$ cat config.mk
export PLATFORM = sky130hd
export DESIGN_NAME = cappwm_top
export DESIGN_NICKNAME = d
export VERILOG_FILES = /design/src/rtl/cappwm_pkg.sv /design/src/rtl/cappwm_channel.sv /design/src/rtl/cappwm_modereg.sv /design/src/rtl/cappwm_top.sv
export SDC_FILE = /design/constraint.sdc
export NUM_CORES = 1
export LEC_CHECK = 0
export BUFFER_PORTS_ARGS = -buffer_cell sky130_fd_sc_hd__buf_2
export CAP_MARGIN = 20
export CORE_MARGIN = 1.5
export CORE_UTILIZATION = 48
export CTS_BUF_LIST = sky130_fd_sc_hd__clkbuf_16
export CTS_CLUSTER_SIZE = 14
export DETAILED_ROUTE_END_ITERATION = 12
export PLACE_DENSITY = 0.76
export SLEW_MARGIN = 0
export SYNTH_ARGS = -nofsm -noshare
export SYNTH_HDL_FRONTEND = slang
export SYNTH_SLANG_ARGS = --single-unit
$ cat constraint.sdc
create_clock -name I_REF_CLK -period 1.95 [get_ports I_REF_CLK]
set_input_delay 0.4875 -clock I_REF_CLK [delete_from_list [all_inputs] [get_ports I_REF_CLK]]
set_output_delay 0.4875 -clock I_REF_CLK [all_outputs]
set_load 0.005 [all_outputs]
$ cat src/rtl/cappwm_pkg.sv
package cappwm_pkg;

  // ************************************************************
  // Register map and field layout.
  // ************************************************************
  localparam logic [7:0] MODULE0_MODE_CONTROL_ADDR = 8'hDA;
  localparam logic [7:0] MODULE1_MODE_CONTROL_ADDR = 8'hDB;
  localparam logic [7:0] MODULE2_MODE_CONTROL_ADDR = 8'hDC;
  localparam logic [7:0] MODE_RESET_VALUE          = 8'h00;
  localparam int         WIDE_SELECT_BIT           = 7;
  localparam int         COMPARE_ENABLE_BIT        = 6;
  localparam int         MODULATION_ENABLE_BIT     = 1;
  localparam logic [7:0] COMPARE_RESET_VALUE       = 8'h00;
  localparam logic [7:0] COUNT_MAX                 = 8'hFF;
  localparam logic [7:0] COUNT_ZERO                = 8'h00;
  localparam int         NUM_MODULES               = 3;

  // ************************************************************
  // Output pin state.
  // ************************************************************
  typedef enum logic [1:0] {
    CAPPWM_PIN_LOW  = 2'b01,
    CAPPWM_PIN_HIGH = 2'b10
  } cappwm_pin_type;

endpackage : cappwm_pkg

$ cat src/rtl/cappwm_channel.sv
`timescale 1ns/1ns
module cappwm_channel (
  input  wire logic       i_clk,
  input  wire logic       i_resetn,
  input  wire logic [7:0] i_mode,
  input  wire logic [7:0] i_count,
  input  wire logic       i_count_inc,
  input  wire logic       i_overflow,
  input  wire logic       i_low_wr,
  input  wire logic       i_high_wr,
  input  wire logic [7:0] i_wdata,
  output logic      [7:0] o_low,
  output logic      [7:0] o_high,
  output logic            o_pin
);
  import cappwm_pkg::*;

  logic [7:0]     low_ff;
  logic [7:0]     high_ff;
  cappwm_pin_type pin_ff;
  cappwm_pin_type nxt_pin;
  logic           active;
  logic           match;

  assign active = i_mode[COMPARE_ENABLE_BIT] && i_mode[MODULATION_ENABLE_BIT]
                  && !i_mode[WIDE_SELECT_BIT];
  assign match  = i_count_inc && (i_count == low_ff);

  // ************************************************************
  // Compare bytes, low byte reloaded from high byte at low byte overflow in 8-bit mode.
  // ************************************************************
  always_ff @(posedge i_clk or negedge i_resetn) begin
    if (!i_resetn) begin
      low_ff <= COMPARE_RESET_VALUE;
    end else if (i_low_wr) begin
      low_ff <= i_wdata;
    end else if (i_overflow && active) begin
      low_ff <= high_ff;
    end
  end

  always_ff @(posedge i_clk or negedge i_resetn) begin
    if (!i_resetn) begin
      high_ff <= COMPARE_RESET_VALUE;
    end else if (i_high_wr) begin
      high_ff <= i_wdata;
    end
  end

  // ************************************************************
  // Output pin: overflow clears, match sets, disabled stays low.
  // ************************************************************
  always_comb begin
    nxt_pin = pin_ff;
    case (pin_ff)
      CAPPWM_PIN_LOW: begin
        if (match && !i_overflow) begin
          nxt_pin = CAPPWM_PIN_HIGH;
        end
      end
      CAPPWM_PIN_HIGH: begin
        if (i_overflow) begin
          nxt_pin = CAPPWM_PIN_LOW;
        end
      end
      default: nxt_pin = CAPPWM_PIN_LOW;
    endcase
    if (!active) begin
      nxt_pin = CAPPWM_PIN_LOW;
    end
  end

  always_ff @(posedge i_clk or negedge i_resetn) begin
    if (!i_resetn) begin
      pin_ff <= CAPPWM_PIN_LOW;
    end else begin
      pin_ff <= nxt_pin;
    end
  end

  // A match drives the pin high in the cycle it is seen, so the high time spans 256 minus the compare value.
  assign o_pin  = (pin_ff == CAPPWM_PIN_HIGH) || (active && match);
  assign o_low  = low_ff;
  assign o_high = high_ff;
endmodule : cappwm_channel

$ cat src/rtl/cappwm_modereg.sv
`timescale 1ns/1ns
module cappwm_modereg (
  input  wire logic       i_clk,
  input  wire logic       i_resetn,
  input  wire logic       i_mode_wr,
  input  wire logic [7:0] i_wdata,
  input  wire logic       i_low_wr,
  input  wire logic       i_high_wr,
  output logic      [7:0] o_mode
);
  import cappwm_pkg::*;

  logic [7:0] mode_ff;
  logic [7:0] nxt_mode;

  // ************************************************************
  // Mode register with compare enable side effects.
  // ************************************************************
  always_comb begin
    nxt_mode = mode_ff;
    if (i_mode_wr) begin
      nxt_mode = i_wdata;
    end
    if (i_low_wr) begin
      nxt_mode[COMPARE_ENABLE_BIT] = 1'b0;
    end
    if (i_high_wr) begin
      nxt_mode[COMPARE_ENABLE_BIT] = 1'b1;
    end
  end

  always_ff @(posedge i_clk or negedge i_resetn) begin
    if (!i_resetn) begin
      mode_ff <= MODE_RESET_VALUE;
    end else begin
      mode_ff <= nxt_mode;
    end
  end

  assign o_mode = mode_ff;
endmodule : cappwm_modereg

$ cat src/rtl/cappwm_top.sv
`timescale 1ns/1ns
// Overview of operation
// - Each module runs its own modulation from the shared counter and drives only its own pin.
// - The output period is one full cycle of the shared counter low byte, so it follows the counter timebase.
// - In 8-bit mode the pin goes high when the counter low byte equals the compare low byte.
// - In 8-bit mode the pin goes low when the counter low byte overflows.
// - In 8-bit mode, at the wrap from 0xFF to 0x00 the compare low byte is loaded from the compare high byte by hardware.
// - The 8-bit mode needs compare enable and modulation enable set and the wide select clear.
// - Writing the compare low byte clears compare enable and writing the compare high byte sets it.
// - The high fraction equals 256 minus the compare high value, over 256.
// - With compare enable clear the pin stays low.
module cappwm_top #(
  parameter int NMOD = cappwm_pkg::NUM_MODULES
) (
  input  wire logic            I_REF_CLK,
  input  wire logic            I_RESETN,
  input  wire logic            i_sfr_wr,
  input  wire logic [7:0]      i_sfr_addr,
  input  wire logic [7:0]      i_sfr_wdata,
  output logic      [7:0]      o_sfr_rdata,
  input  wire logic [NMOD-1:0] i_low_wr,
  input  wire logic [NMOD-1:0] i_high_wr,
  input  wire logic [7:0]      i_counter_low_byte,
  input  wire logic            i_counter_inc,
  output logic      [NMOD-1:0] o_module_output_pin,
  output logic      [8*NMOD-1:0] o_compare_low_byte,
  output logic      [8*NMOD-1:0] o_compare_high_byte
);
  import cappwm_pkg::*;

  if (NMOD < 1 || NMOD > NUM_MODULES) begin : g_bad_nmod
    $error("NMOD out of range.");
  end

  logic [7:0] mode [NMOD];
  logic       overflow;

  // A wrap is an increment taken while the low byte stands at its maximum.
  assign overflow = i_counter_inc && (i_counter_low_byte == COUNT_MAX);

  // ************************************************************
  // Per module register and modulator.
  // ************************************************************
  for (genvar m = 0; m < NMOD; m++) begin : g_mod
    logic mode_wr;
    assign mode_wr = i_sfr_wr && (i_sfr_addr == MODULE0_MODE_CONTROL_ADDR + 8'(m));

    cappwm_modereg u_modereg (
      .i_clk     (I_REF_CLK),
      .i_resetn  (I_RESETN),
      .i_mode_wr (mode_wr),
      .i_wdata   (i_sfr_wdata),
      .i_low_wr  (i_low_wr[m]),
      .i_high_wr (i_high_wr[m]),
      .o_mode    (mode[m])
    );

    cappwm_channel u_channel (
      .i_clk       (I_REF_CLK),
      .i_resetn    (I_RESETN),
      .i_mode      (mode[m]),
      .i_count     (i_counter_low_byte),
      .i_count_inc (i_counter_inc),
      .i_overflow  (overflow),
      .i_low_wr    (i_low_wr[m]),
      .i_high_wr   (i_high_wr[m]),
      .i_wdata     (i_sfr_wdata),
      .o_low       (o_compare_low_byte[8*m +: 8]),
      .o_high      (o_compare_high_byte[8*m +: 8]),
      .o_pin       (o_module_output_pin[m])
    );
  end

  // ************************************************************
  // Mode register read back.
  // ************************************************************
  always_comb begin
    o_sfr_rdata = 8'h00;
    for (int k = 0; k < NMOD; k++) begin
      if (i_sfr_addr == MODULE0_MODE_CONTROL_ADDR + 8'(k)) begin
        o_sfr_rdata = mode[k];
      end
    end
  end

endmodule : cappwm_top

==> results of run 1 <==
## layout make-up
type / count / area, um^2 / area share (%)
clock buffers: 9 / 225 / 4.28
clock inverters: 6 / 101 / 1.93
multi-input cells: 213 / 1920 / 36.5
inverters: 10 / 37.5 / 0.714
well taps: 102 / 128 / 2.43
repair buffers: 135 / 888 / 16.9
flip-flops and latches: 78 / 1960 / 37.2
## Yosys cell counts, types with 5 or more instances
master | count | area (um^2)
a21oi_1 | 22 | 110
a222oi_1 | 6 | 60.1
dfrtp_1 | 75 | 1880
inv_1 | 10 | 37.5
mux2_2 | 38 | 428
mux2_4 | 7 | 105
mux2i_1 | 27 | 270
nand2_1 | 7 | 26.3
nand2b_1 | 5 | 31.3
nor2_1 | 26 | 97.6
nor3_1 | 7 | 35.0
xnor2_1 | 10 | 87.6
xor2_1 | 14 | 123
## power groups by stage
stage	registers (mW)	clock network (mW)	logic [mW]
after CTS	1.88	1.85	0.688
after global routing	1.90	1.94	0.780
final	1.88	1.84	0.718
after floorplan	1.89	0	0.308
after global placement	1.90	0	0.620
after detailed placement	1.90	0	0.635
## per-stage QoR
step / worst slack (ns) / utilization [%]
after floorplan: 0.107 / -
after global placement: -0.156 / 59.8
after detailed placement: -0.157 / 59.8
after CTS: -0.237 / 66.5
after global routing: -0.327 / 67.7
final: -0.249 / 67.7
## kinds of logic (layout without fill, tap and decap cells)
family / count (synthesis) / count (layout) / synth area share [%]
flip-flops: 78 / 78 / 50.3
multiplexers: 72 / 72 / 20.7
AND/OR/NAND/NOR: 71 / 71 / 11.0
AO/OA/AOI/OAI: 46 / 46 / 9.27
XOR/XNOR: 24 / 24 / 5.41
buffers and inverters: 24 / 160 / 3.41
## state kept, by name (all words and copies together) (netlist names)
name,count
g_mod.u_channel.o_low,24
g_mod.u_channel.o_high,24
g_mod.u_channel.pin_ff,6
g_mod.u_modereg.o_mode,24
## cells in the final DEF (no fill, tap or decap), drive strengths merged, types with 4 or more instances in the layout
cell,instances
a21oi,24
a222oi,6
buf,135
clkbuf,9
dfrtp,75
inv,10
mux2,45
mux2i,27
nand2,8
nand2b,5
nand4,4
nor2,26
nor3,7
nor4,5
xnor2,10
xor2,14
## worst max-delay path by stage
stage / cells past startpoint / slack [ns] / startpoint / end
2_1_floorplan: 4 / 0.11 / i_sfr_addr[2] / o_sfr_rdata[1]
3_3_place_gp: 6 / -0.16 / i_counter_low_byte[4] / o_module_output_pin[2]
3_5_place_dp: 6 / -0.16 / i_counter_low_byte[4] / o_module_output_pin[2]
4_1_cts: 5 / -0.24 / g_mod[0].u_channel.o_low[1]$_DFFE_PN0P_ / o_module_output_pin[0]
5_1_grt: 5 / -0.33 / g_mod[0].u_channel.o_low[0]$_DFFE_PN0P_ / o_module_output_pin[0]
6_report: 5 / -0.25 / g_mod[0].u_channel.o_low[0]$_DFFE_PN0P_ / o_module_output_pin[0]
## worst max-delay path: cells and delay by family (launching register included)
kind | cells | cell delay [ns]
AND/OR/NAND/NOR | 2 | 0.55
flip-flops | 1 | 0.40
XOR/XNOR | 1 | 0.15
AO/OA/AOI/OAI | 1 | 0.16
buffers and inverters | 1 | 0.13
## what timing repair did
item	4_1_cts	5_1_grt
endpoints found under the setup margin	11	11
resized for setup	25	8
pin swaps	13	6
setup buffers	14	4
## metal layers
layer,track usage [%],share of wire [%]
met5,0,0
met4,10.2,2.0
met3,4.88,5.9
met2,42.6,51
met1,31.9,41
==> out/metrics.cfg, run 1 <==
[yosys]
netlist_instances=315
ys_seq_area_share_pct=50.3
synth_nets=349
syn_area_um2=3890
ys_warn_count=0
synth-edff-count=0
avgSynthCellArea_um2=12.3
synth_ff_type=dfrtp_1
synthArstFlopShare_pct=100
synthDistinctLibCells=41
ys_ff_latch=78

[final_layout]
finalNetCount=481
layout.cells.non_filler=553
fill_cells=549
synthToLayoutAreaGrowth_pct=35.2
final_cell_area_um2=5260
drive_gt1_share_pct=49.9
antenna_cells=0

[global_routing]
grt_pass1_vias=3191
antenna_found_initial=0
grt_first_pass_wirelength_um=16600
grt_usage_pct=25.3
grt_overflow_total=0
grt_max_degree=37

[routing]
drtAntennaViolNets=0
dr.pass1.iters=4
wirelength_um=10600
post_drt_wl_per_cell_um=19.1
via_count=3058
drcViolationCount=0
drt_iter0_drc=205
via_per_inst=5.53

[pwr]
p_total_mw=4.44
swShare_pct=24.5
pwr-share-comb_pct=16.2
pwr-share-clk_pct=41.4
p_leak_nw=2.56
seqPwrFrac_pct=42.4
switchingPower_mw=1.09
p_per_area_nw_per_um2=845
irDropWorstVdd_v=0.000397
p_int_mw=3.36

[sta]
fin_hold_ws_ns=0.0933
setup_ws_ns=-0.249
finalHoldViolations=0
fin_worst_skew_ns=0.00696
final.setup.tns_ns=-0.756
setup_violations=9
tightestPinTransition_ns=0.657
drv_slew=0
min_period_over_period_pct=113
grt_setup_unrepaired=yes
fmax_ghz=0.455
max-slew-margin-rel_pct=55.9
fin_crit_ns=2.20

[clocking]
worst_setup_hold_path_clk_slew_ns=0.06
clock-sinks=78
cts.htree.levels=3
cts_made_buffers=9
cts_tree=built
cts_hold_buf=0
clkLatencyLatePin_ns=0.33
clockRootBuffer=clkbuf_16
max-clock-path-buffers=2

[critical_path]
endpoint_kind=primary output
worstPathRequired_ns=1.46
reg2reg_depth=6
slowest_delay_ns=0.40
r2r_start=g_mod[1].u_modereg.o_mode[7]$_DFFE_PN0P_
crit_type=reg -> out
cp-start-kind=flop
path_cells=xor2_1, nor4_1, nand4_1, o21ai_1, buf_2
r2r-end=g_mod[1].u_channel.o_low[1]$_DFFE_PN0P_
worstPathMaxFanout=3
critPathSlowestCell=dfrtp_1
cp.arrival_ns=1.71
r2r_setup_slack_ns=0.24

[placement]
gp_congestion=0.831
dp_hpwl_um=7110
numPortBuffers=92
dp_cells=523
dpl_cell_area_um2=4640

[floorplan]
num_rows=32
io_pins=93
die_y_um=93.0
chipWidth_um=93.0
start_util_pct=50.1
dieArea_um2=8650
core_area_um2=7770

[min_path]
hold_path_class=in -> async

[outcome]
status=finished, violations left
violations=negative setup slack

[run]
drv_cap=0

(Power assumes the default switching activity.)
==> run 2: changes to the inputs <==
--- a/config.mk
+++ b/config.mk
@@ -16,4 +16,5 @@
 export SLEW_MARGIN = 0
 export SYNTH_ARGS = -nofsm -noshare
 export SYNTH_HDL_FRONTEND = slang
+export SYNTH_HIERARCHICAL = 1
 export SYNTH_SLANG_ARGS = --single-unit
==> out/metrics.cfg, run 2 <==
[clocking]
clock-sinks=78
cts_hold_buf=0
clkLatencyLatePin_ns=0.33
max-clock-path-buffers=2
cts_tree=built
clockRootBuffer=clkbuf_16
worst_setup_hold_path_clk_slew_ns=0.06
cts.htree.levels=3
cts_made_buffers=9

[sta]
grt_setup_unrepaired=yes
drv_slew=0
fin_crit_ns=2.29
setup_ws_ns=-0.338
fin_worst_skew_ns=0.00653
setup_violations=3
tightestPinTransition_ns=0.499
fmax_ghz=0.437
min_period_over_period_pct=117
max-slew-margin-rel_pct=66.7
finalHoldViolations=0
final.setup.tns_ns=-0.915

[yosys]
synth_area_leaders=dfrtp_1 (48%), mux2i_1 (9.0%), mux2_4 (8.1%), mux2_2 (7.0%), xnor2_1 (4.1%)
ys_top_cells_by_count=dfrtp_1 (75), mux2i_1 (35), nand2_1 (34), o21ai_1 (27), mux2_2 (24)
synthDistinctLibCells=31
synth_top_area_share_pct=48.3
ys_warn_count=6
ys_seq_area_share_pct=50.3
avgSynthCellArea_um2=12.3
netlist_instances=317
synth_nets=351
synth-edff-count=0
ys_ff_latch=78
synthArstFlopShare_pct=100
synth.most_common_cell=dfrtp_1
netlist.top_cell.by_area=dfrtp_1
synth_ff_type=dfrtp_1
syn_area_um2=3880

[min_path]
hold_path_class=in -> async

[outcome]
status=finished, violations left
violations=negative setup slack

[critical_path]
worstPathMaxFanout=3
r2r-end=g_mod[1].u_channel/pin_ff[0]$_DFFE_PN1P_
crit_type=reg -> out
crit_start=g_mod[0].u_channel/o_low[0]$_DFFE_PN0P_
r2r_setup_slack_ns=0.37
cp-start-kind=flop
path_cells=xnor2_1, nand3_1, or4_4, o22ai_2, buf_2
reg2reg_depth=5
endpoint_kind=primary output
critical_path.endpoint=o_module_output_pin[0]
worstPathRequired_ns=1.46
r2r_start=g_mod[1].u_channel/o_low[3]$_DFFE_PN0P_
critPathSlowestCell=or4_4
slowest_delay_ns=0.51
cp.arrival_ns=1.80

[final_layout]
final_common_cell=buf_2
multi_input_area_um2=1830
register_area_um2=1960
mostFrequentLayoutCells=buf_2 (91), dfrtp_1 (75), mux2i_1 (35), nand2_1 (34), buf_4 (31)
drive_gt1_share_pct=44.6
antenna_cells=0
finalNetCount=473
fill_cells=609
layout.cells.non_filler=546
final_cell_area_um2=4970
synthToLayoutAreaGrowth_pct=27.8

[global_routing]
grt_overflow_total=0
grt_first_pass_wirelength_um=15300
grt_max_degree=40
grt_usage_pct=23.7
grt_pass1_vias=3000
antenna_found_initial=0

[routing]
drtAntennaViolNets=0
wirelength_um=9780
via_count=2953
drcViolationCount=0
post_drt_wl_per_cell_um=17.9
drt_iter0_drc=102
dr.pass1.iters=4
via_per_inst=5.41

[placement]
gp_congestion=0.836
dpl_cell_area_um2=4630
numPortBuffers=92
dp_hpwl_um=7120
dp_cells=524

[pwr]
swShare_pct=25.5
p_leak_nw=2.35
seqPwrFrac_pct=45.3
p_per_area_nw_per_um2=833
p_int_mw=3.08
switchingPower_mw=1.05
irDropWorstVdd_v=0.000435
pwr-share-clk_pct=38.3
pwr-share-comb_pct=16.4

[floorplan]
core_area_um2=7770
chipWidth_um=93.0
start_util_pct=50.0
io_pins=93
dieArea_um2=8640
num_rows=32
die_y_um=93.0

[run]
drv_cap=0

==> run 2: cell count changes after synthesis, sizes merged, moves of 9 or more <==
cell | before | now
a21oi | 24 | 0
nand2 | 8 | 36
nor2 | 26 | 6
o21ai | 3 | 27
o22ai | 2 | 11
==> run 2: layout make-up <==
type / instances / area share (%)
Clock buffer: 9 / 4.54
Clock inverter: 7 / 1.16
Inverter: 7 / 0.529
Multi-Input combinational cell: 218 / 36.8
Sequential cell: 78 / 39.4
Tap cell: 102 / 2.57
Timing Repair Buffer: 125 / 15.1
==> run 2: how the worst min path moves through the flow <==
| stage | cells after the start | endpoint | slack, ns |
|---|---|---|---|
| 3_3_place_gp | 1 | g_mod[2].u_channel/o_high[3]$_DFFE_PN0P_ | 0.48 |
| 2_1_floorplan | 0 | g_mod[0].u_channel/o_high[0]$_DFFE_PN0P_ | 0.19 |
| 6_report | 1 | g_mod[0].u_channel/o_high[3]$_DFFE_PN0P_ | 0.12 |
| 5_1_grt | 1 | g_mod[0].u_channel/o_high[3]$_DFFE_PN0P_ | 0.17 |
| 4_1_cts | 1 | g_mod[0].u_channel/o_high[3]$_DFFE_PN0P_ | 0.14 |
| 3_5_place_dp | 1 | g_mod[0].u_channel/o_high[3]$_DFFE_PN0P_ | 0.49 |
==> run 2: power groups by stage <==
| stage | registers, mW | logic (mW) | clock network (mW) |
|---|---|---|---|
| after global routing | 1.89 | 0.737 | 1.70 |
| after floorplan | 1.89 | 0.306 | 0 |
| final | 1.87 | 0.678 | 1.59 |
| after detailed placement | 1.90 | 0.654 | 0 |
| after CTS | 1.87 | 0.678 | 1.61 |
| after global placement | 1.90 | 0.633 | 0 |
==> run 2: metal layers <==
layer  vias up  wire (um)  global-route usage (%)  share of wire (%)
li1       1380          -                       -                  -
met1      1461       4090                    30.7                 42
met2        93       4950                    38.7                 51
met3        19        501                    3.20                5.1
met4         0        231                    11.9                2.4
met5         -          0                       0                  0
==> run 2: through the flow <==
stage | total power [mW] | util [%] | setup slack, ns | hold slack (ns)
2_1_floorplan | 2.20 | - | 0.0109 | 0.192
3_5_place_dp | 2.56 | 59.6 | -0.223 | 0.486
3_3_place_gp | 2.53 | 59.6 | -0.204 | 0.479
6_report | 4.14 | 63.9 | -0.338 | 0.125
4_1_cts | 4.16 | 63.8 | -0.320 | 0.138
5_1_grt | 4.33 | 63.9 | -0.380 | 0.167
==> run 2: cells by family after synthesis <==
| kind of cell | count (synthesis) | share of synthesized area, % |
|---|---|---|
| muxes | 80 | 24.1 |
| DFF | 78 | 50.3 |
| and+or+nand+nor | 67 | 9.34 |
| AOI/OAI and AO/OA | 47 | 7.83 |
| xor gates and xnor gates | 24 | 5.41 |
| buffers and inverters | 21 | 3.00 |
==> run 2: worst max-delay path, delay by kind of cell, from the launching register on <==
kind            cells  cell delay (ns)
simple gates        2             0.63
flops               1             0.41
xor+xnor            1             0.18
buf+inv             1             0.14
compound gates      1             0.13
==> run 2: what timing repair did <==
item | in CTS | in global routing
pin swaps | 9 | 3
endpoints found under the setup margin | 3 | 3
gates resized for setup | 2 | 0
buffers inserted | 5 | 1
